<file path="src/rtl/telem_defines.svh">
// register offsets, field positions and reset values of the telemetry readback bank
// assumes: included by bare name from the package, the checker and the bench
`ifndef TELEM_DEFINES_SVH
`define TELEM_DEFINES_SVH

// register indexes; the byte address on the bus is four times the index
`define TLM_IDX_DC_BUS 12'h474
`define TLM_IDX_PHASE_A 12'h47A
`define TLM_IDX_PHASE_B 12'h47C
`define TLM_IDX_PHASE_C 12'h47E
`define TLM_IDX_SINE 12'h4B6
`define TLM_IDX_COSINE 12'h4B8
`define TLM_IDX_CUR_X 12'h4D2
`define TLM_IDX_CUR_Y 12'h4D4
`define TLM_IDX_CTRL 12'h500
`define TLM_IDX_FRESH 12'h502
`define TLM_IDX_COUNT 12'h504
`define TLM_IDX_FAULT 12'h506

// storage slots of the telemetry words
`define TLM_SLOT_DC_BUS 3'h0
`define TLM_SLOT_PHASE_A 3'h1
`define TLM_SLOT_PHASE_B 3'h2
`define TLM_SLOT_PHASE_C 3'h3
`define TLM_SLOT_SINE 3'h4
`define TLM_SLOT_COSINE 3'h5
`define TLM_SLOT_CUR_X 3'h6
`define TLM_SLOT_CUR_Y 3'h7
`define TLM_NUM_SLOTS 8

// fixed-point format and reset value of every telemetry word
`define TLM_FRAC_BITS 27
`define TLM_WORD_RESET 32'h0000_0000

// control register fields
`define TLM_CTRL_FREEZE_BIT 0
`define TLM_CTRL_CLEAR_BIT 1
// fresh register field
`define TLM_FRESH_FREEZE_BIT 8

`endif

</file>
<file path="src/rtl/telem_pkg.sv">
// types shared by the telemetry readback bank
// assumes: telem_defines.svh is on the include path
package telem_pkg;
  `include "telem_defines.svh"

  typedef logic [2:0] slot_t;

  // bus transfer phases as seen by the slave
  typedef enum logic [1:0] {ST_IDLE, ST_FETCH, ST_DONE} apb_state_e;

  // own register selected by the address map
  typedef enum logic [1:0] {OWN_CTRL, OWN_FRESH, OWN_COUNT, OWN_FAULT} own_reg_e;

  // all state of the bank top
  typedef struct packed {
    apb_state_e state;
    logic freeze;
    logic [`TLM_NUM_SLOTS-1:0] fresh;
    logic [15:0] upd_cnt;
    logic [15:0] drop_cnt;
    logic [7:0] ro_wr_cnt;
    logic [15:0] fault_addr;
    logic [31:0] prdata;
    logic slverr;
  } bank_s;
endpackage

</file>
<file path="src/rtl/telem_word_mem.sv">
// small word store for the telemetry values, registered read data
// assumes: one write port from the control side, one read port from the bus slave
`timescale 1ns/10ps
module telem_word_mem
  import telem_pkg::*;
#(
  parameter int WIDTH = 32,
  parameter int DEPTH = 8
) (
  // clock and reset
  input wire logic pclk,
  input wire logic presetn,
  // write port
  input wire logic wr_en,
  input wire logic [$clog2(DEPTH)-1:0] wr_addr,
  input wire logic [WIDTH-1:0] wr_data,
  // read port
  input wire logic rd_en,
  input wire logic [$clog2(DEPTH)-1:0] rd_addr,
  output logic [WIDTH-1:0] rd_data
);
  typedef struct packed {
    logic [DEPTH-1:0][WIDTH-1:0] mem;
    logic [WIDTH-1:0] rd_data;
  } mem_s;

  mem_s st_q;
  mem_s st_d;

  // refuse shapes the address arithmetic cannot serve
  if (DEPTH < 2 || WIDTH < 1) begin : g_bad_shape
    $error("telem_word_mem needs DEPTH of at least 2");
  end

  // read returns the old word when both ports hit one entry in a cycle
  always_comb begin
    st_d = st_q;
    if (rd_en) begin
      st_d.rd_data = st_q.mem[rd_addr];
    end
    if (wr_en) begin
      st_d.mem[wr_addr] = wr_data;
    end
  end

  // every word wakes as zero
  always_ff @(posedge pclk or negedge presetn) begin
    if (!presetn) begin
      st_q <= '0;
    end else begin
      st_q <= st_d;
    end
  end

  assign rd_data = st_q.rd_data;
endmodule

</file>
<file path="src/rtl/telem_addr_map.sv">
// byte address decoder of the telemetry bank
// assumes: 32-bit bus, one aligned word per register
`timescale 1ns/10ps
module telem_addr_map
  import telem_pkg::*;
#(
  parameter int ADDR_W = 16
) (
  // bus address
  input wire logic [ADDR_W-1:0] paddr,
  // decode result
  output logic hit_slot,
  output slot_t slot,
  output logic hit_own,
  output own_reg_e own_sel
);
  logic [ADDR_W-1:0] idx;

  // index space must reach the highest own register
  if (ADDR_W < 14) begin : g_bad_width
    $error("telem_addr_map needs ADDR_W of at least 14");
  end

  // misaligned byte addresses never hit, the index drops the two lane bits
  assign idx = ADDR_W'(paddr >> 2);

  always_comb begin
    hit_slot = paddr[1:0] == 2'h0;
    hit_own = paddr[1:0] == 2'h0;
    slot = `TLM_SLOT_DC_BUS;
    own_sel = OWN_CTRL;
    case (idx)
      ADDR_W'(`TLM_IDX_DC_BUS): slot = `TLM_SLOT_DC_BUS;
      ADDR_W'(`TLM_IDX_PHASE_A): slot = `TLM_SLOT_PHASE_A;
      ADDR_W'(`TLM_IDX_PHASE_B): slot = `TLM_SLOT_PHASE_B;
      ADDR_W'(`TLM_IDX_PHASE_C): slot = `TLM_SLOT_PHASE_C;
      ADDR_W'(`TLM_IDX_SINE): slot = `TLM_SLOT_SINE;
      ADDR_W'(`TLM_IDX_COSINE): slot = `TLM_SLOT_COSINE;
      ADDR_W'(`TLM_IDX_CUR_X): slot = `TLM_SLOT_CUR_X;
      ADDR_W'(`TLM_IDX_CUR_Y): slot = `TLM_SLOT_CUR_Y;
      default: hit_slot = 1'b0;
    endcase
    case (idx)
      ADDR_W'(`TLM_IDX_CTRL): own_sel = OWN_CTRL;
      ADDR_W'(`TLM_IDX_FRESH): own_sel = OWN_FRESH;
      ADDR_W'(`TLM_IDX_COUNT): own_sel = OWN_COUNT;
      ADDR_W'(`TLM_IDX_FAULT): own_sel = OWN_FAULT;
      default: hit_own = 1'b0;
    endcase
  end
endmodule

</file>
<file path="src/rtl/telem_readback.sv">
// telemetry readback bank of the motor controller: fixed-point values written by the
// control algorithm, read by software over APB
// assumes: update port driven by logic on pclk, an APB master on the same clock
`timescale 1ns/10ps
module telem_readback
  import telem_pkg::*;
#(
  parameter int ADDR_W = 16
) (
  // clock and reset
  input wire logic pclk,
  input wire logic presetn,
  // apb slave
  input wire logic psel,
  input wire logic penable,
  input wire logic pwrite,
  input wire logic [ADDR_W-1:0] paddr,
  input wire logic [31:0] pwdata,
  input wire logic [3:0] pstrb,
  output logic pready,
  output logic [31:0] prdata,
  output logic pslverr,
  // telemetry updates from the control algorithm
  input wire logic upd_valid,
  input wire slot_t upd_slot,
  input wire logic [31:0] upd_data,
  // status toward the control side
  output logic frozen
);
  bank_s st_q;
  bank_s st_d;

  // decoder results
  logic hit_slot;
  slot_t slot;
  logic hit_own;
  own_reg_e own_sel;

  // memory ports
  logic mem_wr_en;
  logic mem_rd_en;
  logic [31:0] mem_rd_data;

  // bus phase qualifiers
  logic setup_phase;
  logic done_phase;
  logic wr_done;
  logic rd_done;
  logic clear_req;

  // own register images
  logic [31:0] ctrl_word;
  logic [31:0] fresh_word;
  logic [31:0] count_word;
  logic [31:0] fault_word;
  logic [31:0] own_word;

  // per-slot one-hot of update and read
  logic [`TLM_NUM_SLOTS-1:0] upd_hot;
  logic [`TLM_NUM_SLOTS-1:0] rd_hot;

  // address decode, purely combinational on the held bus address
  telem_addr_map #(
    .ADDR_W(ADDR_W)
  ) u_map (
    .paddr(paddr),
    .hit_slot(hit_slot),
    .slot(slot),
    .hit_own(hit_own),
    .own_sel(own_sel)
  );

  // phase decode; the master holds paddr and pwrite through the whole transfer
  assign setup_phase = psel && !penable && st_q.state == ST_IDLE;
  assign done_phase = psel && penable && st_q.state == ST_DONE;
  assign wr_done = done_phase && pwrite;
  assign rd_done = done_phase && !pwrite;

  // the store is written only by the control side, never by the bus
  assign mem_wr_en = upd_valid && !st_q.freeze;
  // the read is launched in the setup cycle so the word is ready one edge later
  assign mem_rd_en = setup_phase && hit_slot;

  // word store, eight entries of telemetry
  telem_word_mem #(
    .WIDTH(32),
    .DEPTH(`TLM_NUM_SLOTS)
  ) u_mem (
    .pclk(pclk),
    .presetn(presetn),
    .wr_en(mem_wr_en),
    .wr_addr(upd_slot),
    .wr_data(upd_data),
    .rd_en(mem_rd_en),
    .rd_addr(slot),
    .rd_data(mem_rd_data)
  );

  // one-hot views of the slot touched by the control side and by a finished read
  genvar g;
  generate
    for (g = 0; g < `TLM_NUM_SLOTS; g++) begin : g_slot
      assign upd_hot[g] = mem_wr_en && upd_slot == slot_t'(g);
      assign rd_hot[g] = rd_done && hit_slot && slot == slot_t'(g);
    end
  endgenerate

  // clear pulse for the counters, a write of one to the clear field; not stored
  assign clear_req = wr_done && hit_own && own_sel == OWN_CTRL && pstrb[0] &&
    pwdata[`TLM_CTRL_CLEAR_BIT];

  // control word reads back the freeze level only, clear always reads zero
  always_comb begin
    ctrl_word = '0;
    ctrl_word[`TLM_CTRL_FREEZE_BIT] = st_q.freeze;
  end

  // fresh flags and the freeze level in one status word
  always_comb begin
    fresh_word = '0;
    fresh_word[`TLM_NUM_SLOTS-1:0] = st_q.fresh;
    fresh_word[`TLM_FRESH_FREEZE_BIT] = st_q.freeze;
  end

  // accepted updates low, dropped updates high
  assign count_word = {st_q.drop_cnt, st_q.upd_cnt};
  // last refused address low, count of writes aimed at read-only words above it
  assign fault_word = {8'h00, st_q.ro_wr_cnt, st_q.fault_addr};

  // read mux of the bank's own registers
  always_comb begin
    case (own_sel)
      OWN_CTRL: own_word = ctrl_word;
      OWN_FRESH: own_word = fresh_word;
      OWN_COUNT: own_word = count_word;
      OWN_FAULT: own_word = fault_word;
      default: own_word = '0;
    endcase
  end

  // next state of the whole bank
  always_comb begin
    st_d = st_q;

    // bus sequencer: one wait state so read data always leave a flip-flop
    case (st_q.state)
      ST_IDLE: begin
        if (setup_phase) begin
          st_d.state = ST_FETCH;
        end
      end
      ST_FETCH: begin
        st_d.state = ST_DONE;
        st_d.slverr = !(hit_slot || hit_own);
        // writes return zero data; unmapped reads too
        if (pwrite || !(hit_slot || hit_own)) begin
          st_d.prdata = '0;
        end else if (hit_slot) begin
          st_d.prdata = mem_rd_data;
        end else begin
          st_d.prdata = own_word;
        end
      end
      ST_DONE: begin
        // a master that drops psel mid-transfer still releases the sequencer
        st_d.state = ST_IDLE;
        st_d.slverr = 1'b0;
      end
      default: begin
        st_d.state = ST_IDLE;
      end
    endcase

    // only the freeze field is stored; it gates updates, not the motor loop
    if (wr_done && hit_own && own_sel == OWN_CTRL && pstrb[0]) begin
      st_d.freeze = pwdata[`TLM_CTRL_FREEZE_BIT];
    end

    // writes to telemetry or status words leave them untouched and are only counted
    if (wr_done && (hit_slot || (hit_own && own_sel != OWN_CTRL))) begin
      if (st_q.ro_wr_cnt != 8'hFF) begin
        st_d.ro_wr_cnt = st_q.ro_wr_cnt + 8'h01;
      end
    end

    // keep the low 16 bits of the refused address for software to inspect
    if (done_phase && !(hit_slot || hit_own)) begin
      // size cast keeps the narrowest legal bus width (14 bits) in range
      st_d.fault_addr = 16'(paddr);
    end

    // fresh flags: a finished read clears, a same-cycle update sets again
    st_d.fresh = (st_q.fresh & ~rd_hot) | upd_hot;

    // counters saturate so a slow poller never sees them wrap to a small value
    if (clear_req) begin
      st_d.upd_cnt = '0;
      st_d.drop_cnt = '0;
      st_d.ro_wr_cnt = '0;
    end else begin
      if (mem_wr_en && st_q.upd_cnt != 16'hFFFF) begin
        st_d.upd_cnt = st_q.upd_cnt + 16'h0001;
      end
      if (upd_valid && st_q.freeze && st_q.drop_cnt != 16'hFFFF) begin
        st_d.drop_cnt = st_q.drop_cnt + 16'h0001;
      end
    end
  end

  // one register stage for the whole bank
  always_ff @(posedge pclk or negedge presetn) begin
    if (!presetn) begin
      st_q <= '0;
    end else begin
      st_q <= st_d;
    end
  end

  // answer lines: ready only in the final access cycle
  assign pready = st_q.state == ST_DONE;
  assign prdata = st_q.prdata;
  assign pslverr = st_q.state == ST_DONE && st_q.slverr;
  assign frozen = st_q.freeze;
endmodule

</file>
<file path="config.mk">
export PLATFORM = sky130hd
export DESIGN_NAME = telem_readback
export DESIGN_NICKNAME = d
export VERILOG_FILES = /design/src/rtl/telem_pkg.sv /design/src/rtl/telem_word_mem.sv /design/src/rtl/telem_addr_map.sv /design/src/rtl/telem_readback.sv
export VERILOG_INCLUDE_DIRS = /design/src /design/src/rtl
export SDC_FILE = /design/constraint.sdc
export NUM_CORES = 1
export LEC_CHECK = 0
export ABC_AREA = 0
export BUFFER_PORTS_ARGS = -buffer_cell sky130_fd_sc_hd__buf_2
export CAP_MARGIN = 20
export CELL_PAD_IN_SITES_DETAIL_PLACEMENT = 1
export CELL_PAD_IN_SITES_GLOBAL_PLACEMENT = 1
export CORE_UTILIZATION = 30
export CTS_BUF_LIST = sky130_fd_sc_hd__clkbuf_8
export DETAILED_ROUTE_END_ITERATION = 10
export PLACE_DENSITY = 0.56
export SETUP_SLACK_MARGIN = 0.4
export SLEW_MARGIN = 5
export SYNTH_ARGS = -nofsm -noshare
export SYNTH_HDL_FRONTEND = slang
export SYNTH_HIERARCHICAL = 1
export SYNTH_SLANG_ARGS = --single-unit
</file>
<file path="constraint.sdc">
create_clock -name pclk -period 2.8 [get_ports pclk]
set_input_delay 0 -clock pclk [delete_from_list [all_inputs] [get_ports pclk]]
set_output_delay 0 -clock pclk [all_outputs]
set_load 0.03 [all_outputs]
</file>
; ---- Word-level counts from Yosys, hierarchy flattened
; Index checks and enable logic that the tools add are counted.
[word_totals]
register_bits = 388
in_bits = 93
out_inout_bits = 35
wordCells = 141
[classes]
addsub = 3
n_lt_le_gt_ge = 3
eq_ne = 35
mux = 21
bitwise_logic = 3
reduce_logical = 58
[op_table]
columns = op, n
row1 = bitwise mux 256 bit, 1
row2 = "== test 14 x 11 -> 1 bit, second input constant", 12
row3 = 2-to-1 mux 32 bit, 5
row4 = one-hot mux 32 bit (4 select lines), 1
row5 = binary-select mux 32 bit (select 3 bit), 1
row6 = demux 32 bit (select 3 bit), 1
row7 = logical AND 1 bit, 37
row8 = "adder 16 x 1 -> 16 bit, second input constant", 2
row9 = 2-to-1 mux 16 bit, 2
row10 = "inequality test 16 bit, second input constant", 2
row11 = "== test 3 bit, second input constant", 8
row12 = 2-to-1 mux 8 bit, 3
row13 = one-hot mux 3 bit (7 select lines), 1
row14 = "== test 3 x 2 -> 1 bit, second input constant", 4
row15 = nonzero test 2 bit, 6
row16 = "adder 8 x 1 -> 8 bit, second input constant", 1
row17 = bitwise AND 8 bit, 1
row18 = "< comparator 3 x 4 -> 1 bit, second input constant", 2
row19 = "inequality test 8 bit, second input constant", 1
row20 = NOT 8 bit, 1
row21 = OR 8 bit, 1
row22 = OR reduction 8 bit, 1
row23 = "== test 2 bit, second input constant", 3
row24 = "== test 3 x 1 -> 1 bit, second input constant", 2
row25 = other kinds (14), 24

; ---- Logic depth before layout (Yosys ltp)
; Gate-level depths: netlist (run 1).
[depth]
ltp_word = 9
mapped_depth = 14

; ---- Modules after synthesis
; Netlist (run 1), hierarchy kept.
[by_module_without_submodules]
columns = module, n_inst, cells_per_inst, area_each_um2, seq_area_each_um2
row1 = telem_word_mem, 1, 947, 13233.9, 7206.9
row2 = telem_readback, 1, 580, 5793.1, 2502.4
row3 = telem_addr_map, 1, 36, 250.2, 0.0

; ---- Worst setup path after synthesis (run 1)
; Ideal clock, no wire load.
[synth_path]
path_type = input to register
startpoint = input port paddr[4]
endpoint = register u_mem.st_q (netlist bit u_mem/rd_data[10])
setup_time_ps = 66
arrival_ps = 2716
path_slack_ps = 18
path_stages = 14
path_buffers = 7
cell_sequence = buf_4 and4bb_1 nor2b_1 o31ai_1 a2111oi_2 buf_4 clkbuf_1 clkbuf_1 nand2_1 nor3_1 buf_2 clkbuf_1 clkbuf_1 a41o_1
[synth_between]
elab_chain_cells = 4
[synth_lines]
columns = item, line_no
row1 = "start, declared", telem_readback.sv:17  ; input wire logic [ADDR_W-1:0] paddr,
row2 = == test 14 x 11 -> 1 bit, telem_addr_map.sv:32  ; case (idx)
row3 = OR reduction 8 bit (no source line) *, -
row4 = 2-to-1 mux 1 bit *, telem_addr_map.sv:32
row5 = via hit_slot, telem_readback.sv:34  ; logic hit_slot;
row6 = logical AND 1 bit *, telem_readback.sv:82  ; assign mem_rd_en = setup_phase && hit_slot;
row7 = via mem_rd_en, telem_readback.sv:41  ; logic mem_rd_en;
row8 = "end signal, assigned", telem_word_mem.sv:51  ; st_q <= st_d;
row9 = "end, declared", telem_word_mem.sv:27  ; mem_s st_q;
; Mark *: on every way through the listed nets, which the timed path passes. The rest lies on a longest branch. The select of a mux whose other input is x is not followed.
; A chain may end at the register's enable or synchronous reset.

==> impl_metrics.ini, run 1 <==
[outcome]
status = completed

[global_route]
grt_pass1_wl_microns = 90100
grt.overflow.total = 0
grt_max_degree = 75
first_global_vias = 14600
grt_usage = 0.178
antenna_found_initial = 9

[route]
num_vias = 13500
vias_per_cell = 5.18
firstDrtPassIters = 4
top_layer = met5
wl_met2_microns = 28400
drc = 0
wl_met1_microns = 27500
routed_wl_microns = 59300
antenna_left = 0
wl_met3_microns = 2470
detail_route.iter0.violations = 704
wl_per_cell_microns = 22.8

[finish]
multi_input_area_sq_um = 8440
nFillCells = 6740
drive_gt1_frac = 0.335
fin_nets = 1814
ff_latch_area_sq_um = 9710
area_growth_pct = 19.7
fin_area_sq_um = 23100

[placement]
dp_hpwl_microns = 36700
dpl_cell_area_sq_um = 20800
port_buffers = 94
dpl_worst_slack_ps = 201
place.gp.congestion = 0.776

[synth]
synth_cell_type_count = 70
ys_ff_latch = 388
synthTopCellsByCount = dfrtp_1 (388), mux2_2 (274), mux2i_1 (106)
synth_edf_count = 0
ys_warn_count = 6
synth.area.top_cells = dfrtp_1 (50%), mux2_2 (16%), mux2i_1 (5.5%)
avgSynthCellArea_sq_um = 12.3
ys_async_sr_fraction = 1.00
ys_seq_area_frac = 0.504
synth_fp_nets = 1664
netlist_area_sq_um = 19300
synth_top_area_share = 0.504
yosys.area.top_type = dfrtp_1
yosysMostFrequentCell = dfrtp_1
synth_top_flop_cell = dfrtp_1
syn-instance-count = 1563

[clock_tree]
cts_max_level = 3
clk-insertion-delay-late_ps = 670
clockRootBuffer = clkbuf_8
cts_buffers = 73
clock_path_buffers = 3
clk_pin_slew_ps = 60
cts_tree = built
clock-sinks = 388

[setup_path]
critical_path_class = flop to flop
cp.required_ps = 3300
crit_fanout = 4
regToRegStartpoint = st_q[98]
reg2regPathDepth = 6
crit_path_end_kind = flop
worstSetupStartpointType = flop
critPathArrivalTime_ps = 2720
reg2reg_slack_ps = 580
r2r-end = frozen

[pwr]
p_total_mw = 14.6
power_density_nw_per_um2 = 633
ir_drop_mv = 0.354
power_leakage_nw = 9.85

[floorplan]
dieArea_sq_um = 65300
die_w_microns = 255
core_sq_um = 63300
rows = 92
initial_core_util = 0.304
die_y_microns = 255
io_pins = 128

[sta]
tns_ps = 0
setup_violations = 0
finalWorstSetupSlack_ps = 579
skew_ps = 43.9
worst_slew_pin_slew_ps = 814
slew_violations = 0
clock.fmax_mhz = 450
slew_headroom = 0.457
fin_crit_ps = 2220
finalHoldViolations = 0
rsz0062_at_grt = no
fin_crit_sh = 0.793

[min_path]
hp-class = input pin to async pin

[run]
maxCapViolCount = 0
-- cells in the final DEF, fill, tap and decap left out, types with 9 or more instances in the layout --
cell	Yosys	layout
a41o_1	32	32
nor2b_1	76	75
nand3_1	47	47
or4_1	9	9
nand2b_1	12	12
dfrtp_1	388	388
buf_12	0	36
buf_4	81	48
a211o_1	32	32
mux2i_1	106	106
o31ai_1	12	11
clkbuf_8	0	87
nand2_1	50	50
dlygate4sd3_1	0	59
inv_1	39	61
a22oi_1	47	47
buf_2	41	91
mux2_2	274	274
mux2_1	23	23
o22ai_1	24	24
o21ai_0	33	32
a21oi_1	33	31
nand4_1	12	12
-- how the worst max path moves through the flow --
stage	from	endpoint	slack [ps]	cells past startpoint
finish	st_q[98]	frozen	580	6
global placement	paddr[13]	count_word[25]	290	12
detailed placement	paddr[13]	prdata[6]	200	11
CTS	paddr[4]	fault_word[23]	420	11
global route	st_q[98]	frozen	490	6
floorplan	paddr[4]	u_mem/rd_data[10]	420	14
-- registers in the layout, indices dropped and copies added, names as in the netlist --
name           cells
u_mem/st_q       256
st_q               3
count_word        32
frozen             1
fresh_word         8
prdata            32
u_mem/rd_data     32
fault_word        24
-- area by class of cell --
| cell class | count | area share |
|---|---|---|
| Sequential cell | 388 | 0.421 |
| Multi-Input combinational cell | 965 | 0.366 |
| Timing Repair Buffer | 245 | 0.100 |
| Clock buffer | 87 | 0.0519 |
| Tap cell | 846 | 0.0459 |
| Clock inverter | 31 | 0.00851 |
| Inverter | 40 | 0.00651 |
| Antenna cell | 3 | 0.000325 |
-- per-stage QoR --
stage | util | cells | hold WS, ps
detailed placement | 0.328 | 2407 | 14.6
CTS | 0.360 | 2585 | 34.4
global placement | 0.328 | 2407 | 17.5
finish | 0.364 | 2605 | 54.3
global route | 0.364 | 2603 | 56.3
floorplan | - | 1563 | -296
-- critical path, stage by stage, from the launching register on --
cell and delay, ps:
dfrtp_1 400, inv_1 120, ha_1 210, and4_1 410, nand2_1 110, mux2_2 280
dlygate4sd3_1 560
-- power by group --
part           internal (mW)  switching [mW]
combinational           1.14           0.945
sequential              6.61           0.550
clock                   2.90            2.47
-- kinds of logic after synthesis --
family	synth area share
simple gates	0.0950
compound gates	0.102
mux	0.230
flops	0.504
xor+xnor	0.000454
fa+ha+maj	0.00519
buf+inv	0.0644
-- per-layer routing --
layer	global-route usage	up-vias
li1	-	6011
met1	0.245	7114
met2	0.292	282
met3	0.0303	77
met4	0.0422	2
met5	0	-
-- timing repair --
action / 4_1_cts / 5_1_grt
buffers inserted: 0 / 11
setup endpoints to repair: 0 / 71
endpoints found under the hold margin: 751 / 2
resized for setup: 0 / 26
hold buffers: 60 / 2
Note: power is estimated with default switching activity, not from simulation.
==> run 2: changes to the inputs <==
==> constraint.sdc (replaced) <==
create_clock -name pclk -period 2.3 [get_ports pclk]
set_input_delay 0 -clock pclk [delete_from_list [all_inputs] [get_ports pclk]]
set_output_delay 0 -clock pclk [all_outputs]
set_load 0.03 [all_outputs]
==> run 2 against run 1 <==
Fmax up 16%. Die area unchanged. Global-route usage up 0.81 points. Via count up 0.74%. Cell count up 1.8%. Flip-flop and latch count unchanged. Sequential share of layout area down 1.8 points. Non-clock buffer count up 38. Cell area up 4.4%. Critical endpoint is now u_mem/st_q[65]. Largest power group unchanged. Highest routed layer unchanged.
==> impl_metrics.ini, run 2 (synthesis gave the netlist of run 1 again) <==
[outcome]
status = completed

[clock_tree]
clk-insertion-delay-late_ps = 640
cts_tree = built
clockRootBuffer = clkbuf_8
cts_buffers = 73
clock_path_buffers = 3
clock-sinks = 388
cts_max_level = 3
clk_pin_slew_ps = 60

[placement]
place.gp.congestion = 0.796
dpl_cell_area_sq_um = 21600
port_buffers = 94
place_inst = 2442
dp_hpwl_microns = 38400

[min_path]
hp-class = input pin to flop

[floorplan]
core_sq_um = 63300
die_w_microns = 255
initial_core_util = 0.304
rows = 92
die_y_microns = 255
dieArea_sq_um = 65300
io_pins = 128

[pwr]
ir_drop_mv = 0.370
p_clk_frac = 0.368
p_int_mw = 13.5
swShare = 0.269
p_switching_mw = 4.97
combinationalPowerShare = 0.158
p_seq_frac = 0.474
power_leakage_nw = 10.5
power_density_nw_per_um2 = 767

[sta]
worst_slew_pin_slew_ps = 657
slew_violations = 0
skew_ps = 41.3
finalHoldViolations = 0
fin_hold_ws_ps = 27.2
slew_headroom = 0.562
setup_violations = 0
rsz0062_at_grt = yes
fin_crit_sh = 0.831
fin_crit_ps = 1910
clock.fmax_mhz = 523

[finish]
final_common_cell = dfrtp_1
fin_cells = 2651
largest_reg_flops = 256
nFillCells = 6713
fin_nets = 1853
regMostFlops = u_mem/st_q
multi_input_area_sq_um = 9020
drive_gt1_frac = 0.380
ff_latch_area_sq_um = 9710
fin_area_sq_um = 24100
final_cell_mix = dfrtp_1 (385), mux2_2 (185), mux2_4 (112)
antennaDiodeCount = 0
area_growth_pct = 25.0

[setup_path]
cp.required_ps = 2820
worstSetupStartpointType = flop
critical_path_class = flop to flop
crit_fanout = 32
critPathArrivalTime_ps = 2430
crit_path_end_kind = flop
reg2reg_slack_ps = 390

[global_route]
grt_usage = 0.186
grt.overflow.total = 0
antenna_found_initial = 2
grt_max_degree = 66
first_global_vias = 15000
grt_pass1_wl_microns = 93900

[route]
routed_wl_microns = 60900
vias_per_cell = 5.12
detail_route.iter0.violations = 677
drc = 0
firstDrtPassIters = 5
num_vias = 13600
antenna_left = 0
wl_per_cell_microns = 23.0

[run]
maxCapViolCount = 0
## run 2: cell types whose count changed in the layout (fill, tap and decap cells not counted), moves of 5 or more
| cell | previous run | this run |
|---|---|---|
| buf_4 | 48 | 79 |
| clkbuf_8 | 87 | 94 |
| mux2_1 | 23 | 0 |
| mux2_2 | 274 | 185 |
| mux2_4 | 0 | 112 |
| o32ai_1 | 7 | 2 |
| o32ai_2 | 1 | 6 |
## run 2: layout make-up
cell class,count,share of cell area
Sequential cell,388,0.403
Inverter,40,0.00675
Clock inverter,34,0.00711
Timing Repair Buffer,283,0.111
Tap cell,846,0.0439
Multi-Input combinational cell,966,0.375
Clock buffer,94,0.0537
## run 2: timing repair
item                                   4_1_cts  5_1_grt
endpoints found under the hold margin      719        2
hold buffers                                62        1
setup endpoints to repair                  124      119
gates resized for setup                      9       32
pin swaps                                    1        7
setup buffers                                7        5
gates cloned                                 2        4
## run 2: final timing paths
check | from | end | cells past startpoint
max | frozen | u_mem/st_q[65] | 7
min | paddr[8] | fault_word[8] | 4
max in group asynchronous | presetn | count_word[16] | 4
max reg2reg | frozen | u_mem/st_q[65] | 7
min in group asynchronous | presetn | count_word[0] | 3
min reg2reg | fresh_word[6] | fresh_word[6] | 2
## run 2: worst max-delay path, cell delays in order, from the launching register on
cell and delay (ps):
dfrtp_2 400, nand2b_4 180, clkinv_8 90, buf_12 100, nand2_4 40, nor3_4 190, clkbuf_16 310, mux2_2 380
## run 2: routing by layer
layer | GRT usage | part of all wire
met1 | 0.250 | 0.46
met2 | 0.298 | 0.47
met3 | 0.0403 | 0.048
met4 | 0.0610 | 0.024
met5 | 0 | 0.00036
## run 2: per-stage QoR
step                power, mW  setup TNS [ps]  setup slack [ps]   util
finish                   18.5               0               388  0.381
global route             19.5               0               337  0.381
CTS                      18.7               0               365  0.377
detailed placement       11.6          -20660              -304  0.341
global placement         11.5          -20790              -309  0.341
floorplan                10.6               0              80.3      -
## run 2: power by group through the flow
stage / Sequential, mW / Combinational [mW] / Clock, mW
floorplan: 8.59 / 2.05 / 0
global placement: 8.78 / 2.67 / 0
detailed placement: 8.85 / 2.76 / 0
CTS: 8.74 / 2.92 / 7.08
global route: 8.91 / 3.22 / 7.40
finish: 8.75 / 2.92 / 6.81
==> run 3: changes to the inputs <==
==> constraint.sdc (replaced) <==
create_clock -name pclk -period 1.8 [get_ports pclk]
set_input_delay 0 -clock pclk [delete_from_list [all_inputs] [get_ports pclk]]
set_output_delay 0 -clock pclk [all_outputs]
set_load 0.03 [all_outputs]
==> run 3 against run 2 <==
The flow now finishes with violations (hold timing, setup timing). Fmax is 5.7% higher. Clock power is 25% higher. Die area stayed put. Largest cell class is now multi-input combinational cells. Count of clock-buffer cells in the layout is 6 lower. Clock skew is 13 ps lower. Sequential power is 28% higher. Critical path depth stayed put. Global-route usage is 0.61 points higher. Register-to-register slack worse by 400 ps.
==> impl_metrics.ini, run 3 (synthesis gave the netlist of run 1 again) <==
[outcome]
status = complete, but fails checks
violations = hold timing, setup timing

[sta]
fin_hold_ws_ps = -133
skew_ps = 28.4
finalHoldViolations = 4
setup_violations = 3
finalWorstSetupSlack_ps = -9.50
rsz0062_at_grt = yes
fin_crit_ps = 1810
slew_headroom = 0.610
fin_crit_sh = 1.01
worst_slew_pin_slew_ps = 584
clock.fmax_mhz = 553
slew_violations = 0

[finish]
regMostFlops = u_mem/st_q
fin_cells = 2764
final_cell_mix = dfrtp_1 (387), mux2_4 (174), buf_4 (132)
drive_gt1_frac = 0.464
final_util = 0.417
nFillCells = 6549
area_growth_pct = 37.0
final_common_cell = dfrtp_1
largest_reg_flops = 256
fin_nets = 1964

[placement]
dpl_worst_slack_ps = -547
dp_hpwl_microns = 41700
port_buffers = 94
place_inst = 2505
place.gp.congestion = 0.817

[global_route]
grt_pass1_wl_microns = 96900
grt_usage = 0.193
grt_max_degree = 55
first_global_vias = 15300
grt.overflow.total = 0
antenna_found_initial = 2

[route]
wl_per_cell_microns = 24.3
vias_per_cell = 5.13
drc = 0
routed_wl_microns = 67200
detail_route.iter0.violations = 711
num_vias = 14200
firstDrtPassIters = 5
antenna_left = 0

[min_path]
hold_path_depth = 4
hp-class = input pin to flop
whs_endpoint = count_word[16]
hold_start = upd_valid

[setup_path]
crit_chain = nand2b_4, clkinv_8, buf_12, nand4b_1, buf_4, clkbuf_16, mux2_4
cp.required_ps = 2310
regToRegStartpoint = frozen
crit_fanout = 16
reg2reg_slack_ps = -10
critPathArrivalTime_ps = 2320
crit_path_end_kind = flop
critical_path_class = flop to flop
r2r-end = u_mem/st_q[148]
critical-path-max-stage-delay_ps = 400
worstSetupStartpointType = flop
slowest_stage = dfrtp_2
reg2regPathDepth = 7

[pwr]
power_leakage_nw = 11.6
power_density_nw_per_um2 = 918
ir_drop_mv = 0.420

[floorplan]
die_w_microns = 255
die_y_microns = 255
rows = 92
core_sq_um = 63300
initial_core_util = 0.304
io_pins = 128
dieArea_sq_um = 65300

[clock_tree]
clk-insertion-delay-late_ps = 650
clk_pin_slew_ps = 60
cts_tree = built
cts_buffers = 73
clock_path_buffers = 3
cts_hold_buf = 60
clockRootBuffer = clkbuf_8
cts_max_level = 3
clock-sinks = 388

[run]
maxCapViolCount = 0
run 3: cell types whose count changed in the layout (fill, tap and decap cells not counted), moves of 12 or more:
| cell | previous run | this run |
|---|---|---|
| o21ai_0 | 30 | 14 |
| o22ai_1 | 24 | 0 |
| o21ai_1 | 3 | 15 |
| mux2_4 | 112 | 174 |
| o22ai_2 | 0 | 19 |
| nand2_1 | 47 | 28 |
| a21oi_2 | 3 | 15 |
| clkbuf_16 | 3 | 18 |
| buf_4 | 79 | 132 |
| buf_12 | 39 | 51 |
| nand2_2 | 2 | 18 |
| mux2_2 | 185 | 123 |
| a21oi_1 | 31 | 19 |
| buf_6 | 2 | 25 |
run 3: cell type report:
class                           instances  area [sq um]  share of cell area
Multi-Input combinational cell        965          9860               0.373
Sequential cell                       388          9710               0.368
Timing Repair Buffer                  395          4200               0.159
Clock buffer                           88          1210              0.0458
Tap cell                              846          1060              0.0401
Clock inverter                         41           216             0.00819
Inverter                               40           163             0.00616
Antenna cell                            1          2.50           0.0000947
run 3: worst max-delay path by stage:
stage | startpoint | end | slack (ps) | cells after the start
finish | frozen | u_mem/st_q[148] | -10 | 7
global route | frozen | u_mem/st_q[132] | -30 | 7
CTS | frozen | u_mem/st_q[100] | 6 | 7
detailed placement | paddr[8] | u_mem/rd_data[14] | -550 | 10
global placement | paddr[6] | u_mem/rd_data[0] | -590 | 12
floorplan | paddr[8] | u_mem/rd_data[11] | -420 | 14
run 3: repair_timing:
| item | in CTS | in global routing |
|---|---|---|
| pin swaps | 19 | 47 |
| hold endpoints to repair | 713 | 6 |
| gates resized for setup | 44 | 178 |
| setup buffers | 13 | 28 |
| cloned | 7 | 21 |
| endpoints found under the setup margin | 387 | 390 |
run 3: worst max-delay path: cells and delay by family, from the launching register on:
| family | cells | cell delay, ps |
|---|---|---|
| simple gates | 2 | 320 |
| flops | 1 | 400 |
| mux | 1 | 320 |
| buf+inv | 4 | 600 |
run 3: layer usage:
layer  vias to the layer above  routed length (microns)  GRT usage
met4                         0                     1980     0.0582
met3                       104                     2450     0.0351
met5                         -                        0          0
met1                      7455                    30700      0.263
met2                       270                    32100      0.310
li1                       6342                        -          -
run 3: where the power goes:
group	internal, mW	switching (mW)
Combinational	2.68	1.84
Sequential	10.3	0.968
Clock	4.58	3.90
Total	17.5	6.71
run 3: stage by stage:
stage / power, mW / hold slack (ps) / setup TNS, ps / cell area [sq um]
2_1_floorplan: 13.8 / -296 / -56190 / 20400
3_3_place_gp: 15.0 / -6.17 / -47070 / 22400
3_5_place_dp: 15.2 / -8.01 / -49400 / 22400
4_1_cts: 24.1 / -185 / 0 / 24900
5_1_grt: 25.5 / -158 / -334 / 26400
6_report: 24.2 / -133 / -25.2 / 26400
